`src/pkg/bsl_pkg.sv`:
```
// Constants, encodings and state codes of the boot security loader
package bsl_pkg;

  // Page-zero parameter block
  localparam logic [31:0] PARAM_BASE = 32'h0000_0180;
  localparam logic [3:0] PARAM_LAST = 4'h7;
  localparam logic [3:0] HASH_LAST = 4'h3;
  localparam logic [2:0] IDX_KEY_CRC = 3'h4;
  localparam logic [2:0] IDX_CODE_LEN = 3'h5;
  localparam logic [2:0] IDX_NO_WRITE = 3'h6;
  localparam logic [2:0] IDX_WR_PROT = 3'h7;

  // Parameter values
  localparam logic [31:0] ALL_ONES = 32'hFFFF_FFFF;
  localparam logic [31:0] NO_WRITE_MARKER = 32'h4E6F_5772;
  localparam logic [31:0] MAX_LAST_PAGE = 32'h0000_00FF;
  localparam logic [10:0] PAGE_CRC_OFS = 11'h7FC;
  localparam logic [31:0] FLASH_BASE = 32'h0000_0000;
  localparam logic [31:0] WORD_STEP = 32'h0000_0004;

  // Checksum engine
  localparam logic [31:0] CRC_POLY = 32'h04C1_1DB7;
  localparam logic [31:0] CRC_INIT = 32'hFFFF_FFFF;

  // Device information space
  localparam logic [31:0] INFO_LO = 32'h0008_0000;
  localparam logic [31:0] INFO_HI = 32'h0008_0FFF;
  localparam logic [31:0] PROT_LO = 32'h0008_0F00;
  localparam logic [31:0] PROT_HI = 32'h0008_0FFF;
  localparam logic [31:0] WIN_LO = 32'h0008_0EE0;
  localparam logic [31:0] WIN_HI = 32'h0008_0EFF;

  // Instruction SRAM retention banks
  localparam logic [31:0] RET_LOW_LO = 32'h1000_0000;
  localparam logic [31:0] RET_LOW_HI = 32'h1000_2FFF;
  localparam logic [31:0] RET_UP_LO = 32'h1000_3000;
  localparam logic [31:0] RET_UP_HI = 32'h1000_6FFF;

  // User access kinds
  typedef enum logic [1:0] {
    ACC_READ = 2'b00,
    ACC_WRITE = 2'b01,
    ACC_PAGE_ERASE = 2'b10,
    ACC_MASS_ERASE = 2'b11
  } bsl_acc_type;

  // Boot sequencer states
  typedef enum logic [2:0] {
    ST_SAMPLE = 3'b000,
    ST_PARAM = 3'b001,
    ST_KEYCRC = 3'b010,
    ST_CHECK = 3'b011,
    ST_CRCRD = 3'b100,
    ST_IMAGE = 3'b101,
    ST_VERIFY = 3'b110,
    ST_DONE = 3'b111
  } bsl_state_type;

endpackage

```
`src/pkg/bsl_crc_if.sv`:
```
// Link between the boot sequencer and its checksum engine
`timescale 1ns/1ps
`default_nettype none
interface bsl_crc_if;
  logic clr;
  logic en;
  logic [31:0] word;
  logic [31:0] crc;
  modport seq (output clr, output en, output word, input crc);
  modport engine (input clr, input en, input word, output crc);
endinterface
`default_nettype wire

```
`src/logic/bsl_crc.sv`:
```
// Word-wide MSB-first CRC-32 engine
`timescale 1ns/1ps
`default_nettype none
module bsl_crc
  import bsl_pkg::*;
(
  // Clock and reset
  input wire logic core_clk,
  input wire logic rst_n,
  // Sequencer side
  bsl_crc_if.engine cif
);

  logic [31:0] crc;
  logic [31:0] next_crc;

  // One whole word per clock, most significant bit first
  function automatic logic [31:0] crc_step(input logic [31:0] c, input logic [31:0] w);
    logic [31:0] r;
    logic fb;
    r = c;
    for (int i = 31; i >= 0; i--)
    begin
      fb = r[31] ^ w[i];
      r = {r[30:0], 1'b0};
      if (fb)
        r = r ^ CRC_POLY;
    end
    return r;
  endfunction

  // Clear outranks a word fed in the same cycle
  always_comb
  begin
    next_crc = crc;
    if (cif.clr)
      next_crc = CRC_INIT;
    else if (cif.en)
      next_crc = crc_step(crc, cif.word);
  end

  // Running remainder
  always_ff @(posedge core_clk or negedge rst_n)
  begin
    if (!rst_n)
      crc <= CRC_INIT;
    else
      crc <= next_crc;
  end

  assign cif.crc = crc;

endmodule
`default_nettype wire

```
`src/logic/bsl_loader.sv`:
```
// Boot security loader: page-zero parameter checks, locks and access gate
`timescale 1ns/1ps
`default_nettype none
// Contract
// Lower bank retain keeps low 12 kB
// Upper bank retain keeps next 16 kB
// Protected info reads answer bus error
// Info window reads are allowed
// No program or erase of info space
// Window holds revision, maker and unique IDs
// Verify image or enter downloader per pin
// Fetch key hash from page zero
// Unprogrammed valid hash leaves debug open
// Programmed hash locks debug port
// Key hash valid only with matching checksum
// Key match full rights, else write only
// No-write marker locks debug port
// Code length bounds image check
// Copy protection word into controller
// Each protection bit locks four pages
// Run loaded code only after authentication
// Image CRC-32 at page end, ones skip
// Bad image CRC denies all but mass erase
// Pin low downloader, high user code
// Release nothing before checks finish
module bsl_loader
  import bsl_pkg::*;
#(
  parameter logic [31:0] KERNEL_REV = 32'h0000_0001, // arbitrary value
  parameter logic [95:0] MAKER_ID = 96'h0000_0000_0000_0000_0000_00A5, // arbitrary value
  parameter logic [127:0] UNIQUE_ID = 128'h0000_0000_0000_0000_0000_0000_0000_005A // arbitrary
)
(
  // Clock and reset
  input wire logic core_clk,
  input wire logic rst_n,
  // Boot strap
  input wire logic boot_select_pin,
  // Flash read port
  output logic flash_rd_req,
  output logic [31:0] flash_rd_addr,
  input wire logic flash_rd_valid,
  input wire logic [31:0] flash_rd_data,
  // Flash controller write protection
  output logic [31:0] wp_word,
  output logic wp_load,
  // Boot outcome
  output logic boot_done,
  output logic debug_enable,
  output logic cpu_release_user,
  output logic downloader_mode,
  output logic user_flash_open,
  // Second stage loader
  input wire logic stage2_hash_valid,
  input wire logic [127:0] stage2_hash,
  input wire logic stage2_auth_ok,
  output logic stage2_full_perm,
  output logic stage2_write_perm,
  output logic stage2_run_enable,
  // User access gate
  input wire logic ua_req,
  input wire logic [31:0] ua_addr,
  input wire bsl_acc_type ua_kind,
  output logic ua_ack,
  output logic ua_pass,
  output logic ua_error,
  output logic [31:0] ua_rdata,
  // Instruction SRAM retention
  input wire logic lower_bank_retain,
  input wire logic upper_bank_retain,
  input wire logic [31:0] ret_query_addr,
  output logic lower_keep,
  output logic upper_keep,
  output logic ret_query_hit
);

  bsl_crc_if cif ();

  bsl_crc u_crc (
    .core_clk(core_clk),
    .rst_n(rst_n),
    .cif(cif)
  );

  bsl_state_type state, next_state;
  logic [3:0] cnt, next_cnt;
  logic [31:0] addr, next_addr;
  logic [31:0] p [0:7];
  logic [31:0] next_p [0:7];
  logic [31:0] img_crc, next_img_crc;
  logic boot_sel, next_boot_sel;
  logic blank, next_blank;
  logic hash_ones, next_hash_ones;
  logic kcrc_ok, next_kcrc_ok;
  logic no_write_setting, next_no_write_setting;
  logic crc_ok, next_crc_ok;
  logic [31:0] next_wp_word;
  logic next_wp_load;
  logic dbg_open;

  function automatic logic in_range(input logic [31:0] a, input logic [31:0] lo,
                                    input logic [31:0] hi);
    return (a >= lo) && (a <= hi);
  endfunction

  // Stored image CRC sits in the last word of page N
  function automatic logic [31:0] crc_addr_of(input logic [31:0] len);
    return {13'h0000, len[7:0], PAGE_CRC_OFS};
  endfunction

  // Protection bit covers four pages; pages past the word stay open
  function automatic logic page_locked(input logic [31:0] wp, input logic [31:0] a);
    logic [7:0] page;
    page = a[18:11];
    return page[7] ? 1'b0 : wp[page[6:2]];
  endfunction

  assign cif.clr = (state == ST_SAMPLE) || (state == ST_CHECK);
  assign cif.en = (state == ST_KEYCRC) || ((state == ST_IMAGE) && flash_rd_valid);
  assign cif.word = (state == ST_KEYCRC) ? p[{1'b0, cnt[1:0]}] : flash_rd_data;
  assign flash_rd_req = (state == ST_PARAM) || (state == ST_CRCRD) || (state == ST_IMAGE);
  assign flash_rd_addr = addr;

  // Boot sequencer: fetch, check, verify, then settle
  always_comb
  begin
    next_state = state;
    next_cnt = cnt;
    next_addr = addr;
    next_p = p;
    next_img_crc = img_crc;
    next_boot_sel = boot_sel;
    next_blank = blank;
    next_hash_ones = hash_ones;
    next_kcrc_ok = kcrc_ok;
    next_no_write_setting = no_write_setting;
    next_crc_ok = crc_ok;
    next_wp_word = wp_word;
    next_wp_load = 1'b0;
    unique case (state)
      ST_SAMPLE:
      begin
        next_boot_sel = boot_select_pin;
        next_addr = PARAM_BASE;
        next_cnt = 4'h0;
        next_state = ST_PARAM;
      end
      ST_PARAM:
        if (flash_rd_valid)
        begin
          next_p[cnt[2:0]] = flash_rd_data;
          next_addr = addr + WORD_STEP;
          next_cnt = cnt + 4'h1;
          if (cnt == PARAM_LAST)
          begin
            next_cnt = 4'h0;
            next_state = ST_KEYCRC;
          end
        end
      ST_KEYCRC:
      begin
        next_cnt = cnt + 4'h1;
        if (cnt == HASH_LAST)
          next_state = ST_CHECK;
      end
      ST_CHECK:
      begin
        next_hash_ones = (p[0] & p[1] & p[2] & p[3]) == ALL_ONES;
        next_kcrc_ok = cif.crc == p[IDX_KEY_CRC];
        next_no_write_setting = p[IDX_NO_WRITE] == NO_WRITE_MARKER;
        next_blank = (p[0] & p[1] & p[2] & p[3] & p[4] & p[5] & p[6] & p[7]) == ALL_ONES;
        next_wp_word = p[IDX_WR_PROT];
        next_wp_load = 1'b1;
        next_crc_ok = 1'b0;
        if (next_blank)
        begin
          next_crc_ok = 1'b1;
          next_state = ST_DONE;
        end
        else if (p[IDX_CODE_LEN] > MAX_LAST_PAGE)
          next_state = ST_DONE;
        else
        begin
          next_addr = crc_addr_of(p[IDX_CODE_LEN]);
          next_state = ST_CRCRD;
        end
      end
      ST_CRCRD:
        if (flash_rd_valid)
        begin
          next_img_crc = flash_rd_data;
          next_addr = FLASH_BASE;
          if (flash_rd_data == ALL_ONES)
          begin
            next_crc_ok = 1'b1;
            next_state = ST_DONE;
          end
          else
            next_state = ST_IMAGE;
        end
      ST_IMAGE:
        if (flash_rd_valid)
        begin
          next_addr = addr + WORD_STEP;
          if (next_addr == crc_addr_of(p[IDX_CODE_LEN]))
            next_state = ST_VERIFY;
        end
      ST_VERIFY:
      begin
        next_crc_ok = cif.crc == img_crc;
        next_state = ST_DONE;
      end
      ST_DONE:
        next_state = ST_DONE;
    endcase
  end

  // Sequencer registers; parameters cleared so nothing is trusted early
  always_ff @(posedge core_clk or negedge rst_n)
  begin
    if (!rst_n)
    begin
      state <= ST_SAMPLE;
      cnt <= 4'h0;
      addr <= 32'h0000_0000;
      for (int i = 0; i < 8; i++)
        p[i] <= 32'h0000_0000;
      img_crc <= 32'h0000_0000;
      boot_sel <= 1'b0;
      blank <= 1'b0;
      hash_ones <= 1'b0;
      kcrc_ok <= 1'b0;
      no_write_setting <= 1'b0;
      crc_ok <= 1'b0;
      wp_word <= 32'h0000_0000;
      wp_load <= 1'b0;
    end
    else
    begin
      state <= next_state;
      cnt <= next_cnt;
      addr <= next_addr;
      p <= next_p;
      img_crc <= next_img_crc;
      boot_sel <= next_boot_sel;
      blank <= next_blank;
      hash_ones <= next_hash_ones;
      kcrc_ok <= next_kcrc_ok;
      no_write_setting <= next_no_write_setting;
      crc_ok <= next_crc_ok;
      wp_word <= next_wp_word;
      wp_load <= next_wp_load;
    end
  end

  // Blank part opens debug for first programming
  assign dbg_open = blank || (hash_ones && kcrc_ok && !no_write_setting);

  // Window word select by word offset
  function automatic logic [31:0] win_word(input logic [2:0] w);
    logic [31:0] r;
    unique case (w)
      3'h0: r = KERNEL_REV;
      3'h1: r = MAKER_ID[31:0];
      3'h2: r = MAKER_ID[63:32];
      3'h3: r = MAKER_ID[95:64];
      3'h4: r = UNIQUE_ID[31:0];
      3'h5: r = UNIQUE_ID[63:32];
      3'h6: r = UNIQUE_ID[95:64];
      3'h7: r = UNIQUE_ID[127:96];
    endcase
    return r;
  endfunction

  logic next_boot_done, next_debug_enable, next_cpu_release, next_dl_mode, next_open;
  logic next_full, next_wr, next_run;
  logic next_ack, next_pass, next_err;
  logic [31:0] next_rdata;
  logic next_lkeep, next_ukeep, next_rhit;
  logic done;

  assign done = state == ST_DONE;

  // Outcome, loader rights, access gate and retention
  always_comb
  begin
    next_boot_done = done;
    next_debug_enable = done && dbg_open;
    next_cpu_release = done && !blank && boot_sel && crc_ok;
    next_dl_mode = done && (blank || !boot_sel);
    next_open = done && crc_ok;
    next_full = stage2_full_perm;
    next_wr = stage2_write_perm;
    next_run = stage2_run_enable;
    if (downloader_mode && stage2_hash_valid)
    begin
      next_full = stage2_hash == {p[3], p[2], p[1], p[0]};
      next_wr = 1'b1;
    end
    if (downloader_mode && stage2_auth_ok)
      next_run = 1'b1;
    next_ack = ua_req;
    next_pass = 1'b0;
    next_err = 1'b0;
    next_rdata = 32'h0000_0000;
    if (ua_req)
    begin
      if (!done)
        next_err = 1'b1;
      else if (in_range(ua_addr, INFO_LO, INFO_HI))
      begin
        if ((ua_kind == ACC_READ) && in_range(ua_addr, WIN_LO, WIN_HI))
          next_rdata = win_word(ua_addr[4:2]);
        else
          next_err = 1'b1;
      end
      else if (ua_kind == ACC_MASS_ERASE)
        next_pass = 1'b1;
      else if (!crc_ok)
        next_err = 1'b1;
      else if ((ua_kind != ACC_READ) && page_locked(wp_word, ua_addr))
        next_err = 1'b1;
      else
        next_pass = 1'b1;
    end
    next_lkeep = lower_bank_retain;
    next_ukeep = upper_bank_retain;
    next_rhit = (lower_bank_retain && in_range(ret_query_addr, RET_LOW_LO, RET_LOW_HI)) ||
                (upper_bank_retain && in_range(ret_query_addr, RET_UP_LO, RET_UP_HI));
  end

  // Output registers
  always_ff @(posedge core_clk or negedge rst_n)
  begin
    if (!rst_n)
    begin
      boot_done <= 1'b0;
      debug_enable <= 1'b0;
      cpu_release_user <= 1'b0;
      downloader_mode <= 1'b0;
      user_flash_open <= 1'b0;
      stage2_full_perm <= 1'b0;
      stage2_write_perm <= 1'b0;
      stage2_run_enable <= 1'b0;
      ua_ack <= 1'b0;
      ua_pass <= 1'b0;
      ua_error <= 1'b0;
      ua_rdata <= 32'h0000_0000;
      lower_keep <= 1'b0;
      upper_keep <= 1'b0;
      ret_query_hit <= 1'b0;
    end
    else
    begin
      boot_done <= next_boot_done;
      debug_enable <= next_debug_enable;
      cpu_release_user <= next_cpu_release;
      downloader_mode <= next_dl_mode;
      user_flash_open <= next_open;
      stage2_full_perm <= next_full;
      stage2_write_perm <= next_wr;
      stage2_run_enable <= next_run;
      ua_ack <= next_ack;
      ua_pass <= next_pass;
      ua_error <= next_err;
      ua_rdata <= next_rdata;
      lower_keep <= next_lkeep;
      upper_keep <= next_ukeep;
      ret_query_hit <= next_rhit;
    end
  end
endmodule
`default_nettype wire

```
`config.mk`:
```
export PLATFORM = sky130hd
export DESIGN_NAME = bsl_loader
export DESIGN_NICKNAME = d
export VERILOG_FILES = /design/src/pkg/bsl_pkg.sv /design/src/pkg/bsl_crc_if.sv /design/src/logic/bsl_crc.sv /design/src/logic/bsl_loader.sv
export SDC_FILE = /design/constraint.sdc
export NUM_CORES = 1
export LEC_CHECK = 0
export BUFFER_PORTS_ARGS = -buffer_cell sky130_fd_sc_hd__buf_2
export CELL_PAD_IN_SITES_DETAIL_PLACEMENT = 0
export CELL_PAD_IN_SITES_GLOBAL_PLACEMENT = 1
export CORE_MARGIN = 8
export CORE_UTILIZATION = 50
export CTS_CLUSTER_SIZE = 14
export DETAILED_ROUTE_END_ITERATION = 12
export GPL_TIMING_DRIVEN = 0
export MAX_ROUTING_LAYER = met4
export PLACE_DENSITY = 0.95
export REMOVE_ABC_BUFFERS = 1
export SYNTH_ARGS = -nofsm -noshare
export SYNTH_HDL_FRONTEND = slang
export SYNTH_SLANG_ARGS = --single-unit
```
`constraint.sdc`:
```
create_clock -name core_clk -period 14.8 [get_ports core_clk]
set_clock_uncertainty 0.1 [all_clocks]
set_input_delay 2.22 -clock core_clk [delete_from_list [all_inputs] [get_ports core_clk]]
set_output_delay 2.22 -clock core_clk [all_outputs]
set_load 0.005 [all_outputs]
```
# Yosys cells after proc, flatten, opt, wreduce, memory -nomap -nowiden
# Memory sizes are Yosys's and may differ from the RTL's.
# Index checks and enable logic that the tools add are counted.
[classes]
add_sub_neg = 2
n_lt_le_gt_ge = 13
eq_ne = 28
n_mux = 146
bitwise_logic = 73
n_reduce_logical = 45
[ops]
columns = ["operator", "count"]
rows = [
  ["32-bit 2-to-1 mux", 76],
  ["27-bit 2-to-1 mux", 32],
  ["14-bit NOT", 32],
  ["256-bit bitwise mux", 1],
  ["32-bit bitwise AND", 7],
  ["128-bit equality test", 1],
  ["32-bit case mux with 4 select lines", 1],
  ["32-bit binary-select mux with 3-bit select", 1],
  ["32-bit demux with 3-bit select", 1],
  ["32-bit equality test (second input constant)", 3],
  ["32-bit equality test", 2],
  ["32-bit by 20-bit greater-or-equal comparator with 1-bit output (second input constant)", 2],
  ["32-bit by 29-bit greater-or-equal comparator with 1-bit output (second input constant)", 2],
  ["32-bit by 20-bit <= comparator with 1-bit output (second input constant)", 2],
  ["32-bit by 29-bit <= comparator with 1-bit output (second input constant)", 2],
  ["32-bit by 3-bit adder with 32-bit output (second input constant)", 1],
  ["32-bit by 19-bit equality test with 1-bit output", 1],
  ["32-bit by 31-bit equality test with 1-bit output (second input constant)", 1],
  ["32-bit by 8-bit greater-than comparator with 1-bit output (second input constant)", 1],
  ["1-bit bitwise XOR", 32],
  ["3-bit case mux with 7 select lines", 1],
  ["1-bit logical AND", 20],
  ["1-bit 2-to-1 mux", 19],
  ["3-bit 2-to-1 mux", 6],
  ["other kinds (31)", 60],
]
[word_totals]
regBits = 444
romBits = 64
out_inout_bits = 112
wordCells = 344
memories = 1
[memory_table]
columns = ["name", "words", "width", "read_ports", "rd_ports_with_merged_regs", "write_ports", "line_no", "rtl"]
rows = [
  ["(name not given)", 8, 8, 1, 0, 0, "bsl_loader.sv:262", "unique case (w)"],
]

# Depth between registers and ports, before layout
[depth]
word_depth = 133
depth_mapped = 16

# Cells and area by module
# From an unflattened synthesis, not the netlist that was laid out.
[hier_totals]
cells_unflattened = 2243
hier_area_um2 = 25041.5
[by_module_without_submodules]
columns = ["mod", "instances", "cells_per_inst", "area_each_um2", "seq_area_each_um2"]
rows = [
  ["bsl_loader", 1, 1847, 20480.9, 9534.1],
  ["bsl_crc", 1, 396, 4560.6, 840.8],
]

# Least setup slack after synthesis
# Ideal clock, no wire load.
[synth_timing]
path_kind = "input -> register"
from = "input port flash_rd_data[31]"
to = "register u_crc.crc[26] (netlist: u_crc.cif.crc[26])"
t_arrival_ns = 5.632
path_slack_ns = 8.988
path_stages = 10
n_path_buf = 0
path_cell_list = "mux2i_1 > xnor2_2 > xnor3_1 > xnor2_2 > xnor3_1 > xor3_2 > xor2_4 > xnor3_1 > xnor3_1 > o22a_1"
[synth_via]
elab_chain_cells = 106
[synth_rtl]
columns = ["element", "line_no", "rtl"]
rows = [
  ["from (decl)", "bsl_loader.sv:43", "input wire logic [31:0] flash_rd_data,"],
  ["32-bit 2-to-1 mux (*)", "bsl_loader.sv:120", "assign cif.word = (state == ST_KEYCRC) ? p[{1'b0, cnt[1:0]}] : flash_rd_data;"],
  ["1-bit bitwise XOR (*)", "bsl_crc.sv:24", "fb = r[31] ^ w[i];"],
  ["27-bit 2-to-1 mux (*)", "bsl_crc.sv:26", "if (fb)"],
  ["32-bit 2-to-1 mux (*)", "bsl_crc.sv:38", "else if (cif.en)"],
  ["32-bit 2-to-1 mux (*)", "bsl_crc.sv:36", "if (cif.clr)"],
  ["32-bit 2-to-1 mux (*)", "bsl_crc.sv:38", ""],
  ["32-bit 2-to-1 mux (*)", "bsl_crc.sv:36", ""],
  ["32-bit 2-to-1 mux (*)", "bsl_crc.sv:38", ""],
  ["[... 90 more ...]", "n/a", ""],
  ["32-bit 2-to-1 mux (*)", "bsl_crc.sv:36", ""],
  ["27-bit 2-to-1 mux or 32-bit 2-to-1 mux (tied branches)", "bsl_crc.sv:26, bsl_crc.sv:36", ""],
  ["32-bit 2-to-1 mux (*)", "bsl_crc.sv:38", ""],
  ["32-bit 2-to-1 mux (*)", "bsl_crc.sv:36", ""],
  ["14-bit NOT (no source line) or 1-bit bitwise XOR (tied branches)", "n/a", ""],
  ["27-bit 2-to-1 mux (*)", "bsl_crc.sv:26", ""],
  ["32-bit 2-to-1 mux (*)", "bsl_crc.sv:38", ""],
  ["32-bit 2-to-1 mux (*)", "bsl_crc.sv:36", ""],
  ["to (signal assigned)", "bsl_crc.sv:48", "crc <= next_crc;"],
  ["to (decl)", "bsl_crc.sv:14", "logic [31:0] crc;"],
]
# Mark *: on every way between the ends. The rest lies on a longest branch, timed or not. The select of a mux whose other input is x is not followed.
# A chain may end at the register's enable or synchronous reset.

# Final worst setup path
[layout_timing]
from = "register state[1]"
to = "register u_crc.crc[15] (netlist: u_crc.cif.crc[15])"
[layout_via]
elab_chain_cells = 107
[layout_rtl]
columns = ["element", "line_no", "rtl"]
rows = [
  ["from (decl)", "bsl_loader.sv:85", "bsl_state_type state, next_state;"],
  ["from (signal assigned)", "bsl_loader.sv:240", "state <= next_state;"],
  ["3-bit by 2-bit equality test with 1-bit output", "bsl_loader.sv:119, bsl_loader.sv:120", ""],
  ["32-bit 2-to-1 mux", "bsl_loader.sv:120", ""],
  ["1-bit bitwise XOR", "bsl_crc.sv:24", ""],
  ["27-bit 2-to-1 mux", "bsl_crc.sv:26", ""],
  ["32-bit 2-to-1 mux", "bsl_crc.sv:38", ""],
  ["32-bit 2-to-1 mux", "bsl_crc.sv:36", ""],
  ["27-bit 2-to-1 mux", "bsl_crc.sv:26", ""],
  ["32-bit 2-to-1 mux", "bsl_crc.sv:38", ""],
  ["[... 91 more ...]", "n/a", ""],
  ["32-bit 2-to-1 mux", "bsl_crc.sv:38", ""],
  ["32-bit 2-to-1 mux", "bsl_crc.sv:36", ""],
  ["27-bit 2-to-1 mux", "bsl_crc.sv:26", ""],
  ["32-bit 2-to-1 mux", "bsl_crc.sv:38", ""],
  ["32-bit 2-to-1 mux", "bsl_crc.sv:36", ""],
  ["27-bit 2-to-1 mux", "bsl_crc.sv:26", ""],
  ["32-bit 2-to-1 mux", "bsl_crc.sv:38", ""],
  ["32-bit 2-to-1 mux", "bsl_crc.sv:36", ""],
]
# Parallel ways exist; a longest one is shown, timed or not. The select of a mux whose other input is x is not followed.

==> flow_summary.json <==
{
  "worstSetupEndpoint": "u_crc.cif.crc[15]",
  "synth_area_leaders": "dfrtp_1 (39%), mux2_2 (13%), xnor2_1 (7.7%)",
  "outcome": "finished, final reports clean",
  "totalWireLength_um": 83400,
  "gp_congestion": 1.00,
  "crit_path_start": "state[1]",
  "clockRootBuffer": "clkbuf_16",
  "cts_tree": "built",
  "crit_required_ps": 15170,
  "max_freq_mhz": 159,
  "hold_slack_ps": 358,
  "antenna_found_initial": 2,
  "place_ws_ps": 8000,
  "die_w_um": 237,
  "ys_types": 73,
  "slew_headroom_pct": 24.2,
  "grt_max_degree": 126,
  "setup_violations": 0,
  "vias": 18817,
  "portBuffers": 306,
  "row_count": 81,
  "die_area_um2": 56000,
  "start_util_pct": 50.2,
  "cp_max_fo": 27,
  "mostFrequentLayoutCells": "dfrtp_1 (379), buf_2 (305), mux2_2 (276)",
  "dp_cells": 2960,
  "nFillCells": 3987,
  "postCtsSetupBuffers": 0,
  "grt_setup_unrepaired": "false",
  "firstDrtPassIters": 6,
  "fin_cells": 3041,
  "drc": 0,
  "wire_per_inst_um": 27.4,
  "ant_nets": 0,
  "postCtsHoldBufs": 0,
  "syn-cell-area_um2": 24300,
  "critical_path.startpoint_type": "flop",
  "holdPathStages": 1,
  "crit_type": "flop to flop",
  "yosys.area.top_type": "dfrtp_1",
  "regToRegSetupSlack_ps": 8530,
  "die_h_um": 237,
  "cts_buffers": 45,
  "final.setup.tns_ps": 0,
  "ys_async_sr_fraction_pct": 100,
  "post-route-period-util_pct": 42.4,
  "slew_viol_final": 0,
  "synthCells": 2137,
  "ff2ff_path_depth": 12,
  "yosys_warnings": 0,
  "io_pins": 347,
  "final_common_cell": "dfrtp_1",
  "clk_latency_ps": 590,
  "dp_hpwl_um": 64100,
  "rr_endpoint": "u_crc.cif.crc[15]",
  "grt_pass1_vias": 19537,
  "yosysSeqAreaShare_pct": 42.6,
  "arrival_ps": 6650,
  "cts_buffer_depth": 3,
  "drt_iter0_drc": 1852,
  "drive_above_1_share_pct": 33.1,
  "synth_ff_type": "dfrtp_1",
  "worst_pin_slew_ps": 1140,
  "grt_overflow_total": 0,
  "clkSlewWorstSetupHoldPaths_ps": 60,
  "worstSetupEndpointType": "flop",
  "clkSinkCount": 413,
  "hold_path_class": "flop to flop",
  "ys_seq_elements": 413,
  "area_growth_syn_to_layout_pct": 15.1,
  "grt_pass1_wl_um": 125000,
  "cts_max_level": 2,
  "cap_violations": 0,
  "synth_edf_count": 0,
  "grt_use_total_pct": 30.2,
  "layout_min_cycle_time_ps": 6270,
  "hold_viol": 0,
  "setup_slack_ps": 8530,
  "r2r_start": "state[1]",
  "fin_nets": 2624,
  "syn_avg_cell_area_um2": 11.4,
  "viasPerCell": 6.19,
  "cts_resized": 0,
  "yosys.area.top_type_share_pct": 39.2,
  "core_area_um2": 48400
}
-- per-layer routing --
metal | global-route usage (%) | up-vias | wire length [µm]
met1 | 39.0 | 9509 | 34000
met5 | - | - | 0
met4 | 12.8 | 0 | 4190
met3 | 6.63 | 223 | 7090
met2 | 45.8 | 1020 | 38100
li1 | - | 8065 | -
-- how the worst min path moves through the flow --
stage	start	end	slack [ps]
finish	stage2_run_enable	stage2_run_enable	360
global route	stage2_run_enable	stage2_run_enable	380
CTS	stage2_run_enable	stage2_run_enable	360
detailed placement	stage2_run_enable	stage2_run_enable	350
global placement	stage2_run_enable	stage2_run_enable	340
floorplan	hash_ones	hash_ones	340
-- synthesized netlist by cell type (all sizes together) (3+ instances only) --
cell,n
nor3,30
nand2,167
mux2,276
nor2,84
or4,5
dfrtp,381
nor4,57
o221ai,3
a22oi,5
o22a,4
nor3b,6
or2,5
mux2i,35
a221oi,13
o21ai,68
inv,64
dfstp,32
nand2b,5
o31ai,8
nand3,30
o2bb2ai,15
xnor2,231
a21oi,57
nand3b,4
xor2,123
clkbuf,104
a22o,9
nand4,106
buf,47
a31oi,8
ha,3
and2,3
xnor3,45
nand4b,3
and3,11
o22ai,18
xor3,3
o221a,3
mux4,42
-- metrics by stage --
step                utilization [%]  area [µm²]
detailed placement             54.6       26500
finish                         57.8       28000
global route                   57.8       28000
global placement               53.7       26000
CTS                            57.8       28000
floorplan                         -       23700
-- final cells by class --
cell class	count	area, µm²	area share (%)
inverters	65	244	0.871
diodes	2	5.00	0.0179
clock buffers	65	1330	4.75
clock inverters	13	185	0.661
flip-flops and latches	413	10400	37.0
repair buffers	328	1950	6.96
well taps	622	778	2.78
multi-input cells	1533	13100	46.9
-- state kept, by name, summed over array words and instances (netlist names), 3 cells and up --
signal         count
p                256
flash_rd_addr     30
cnt                4
img_crc           32
u_crc.cif.crc     32
wp_word           32
ua_rdata           3
state              3
-- cell families after synthesis --
logic type | Yosys count | share of synthesized area, %
buffers and inverters | 216 | 3.93
multiplexers | 353 | 18.2
other | 1 | 0.0154
XOR/XNOR | 402 | 18.4
flip-flops | 413 | 42.6
adder cells (fa/ha/maj) | 3 | 0.154
AO/OA/AOI/OAI | 228 | 5.96
AND/OR/NAND/NOR | 521 | 10.7
-- worst max-delay path: stages, from the launching register on --
cell	delay, ps
dfrtp_1	920
nor3b_4	760
buf_8	260
mux2i_1	190
xnor2_2	650
xor2_1	210
xnor2_1	700
xnor3_1	490
xnor2_1	280
xnor2_1	710
xnor3_1	470
xor2_1	270
a21oi_1	120
Power is left out: the tool's default activity adds up to more than one toggle a clock period on the data nets, which glitch-free logic cannot reach.
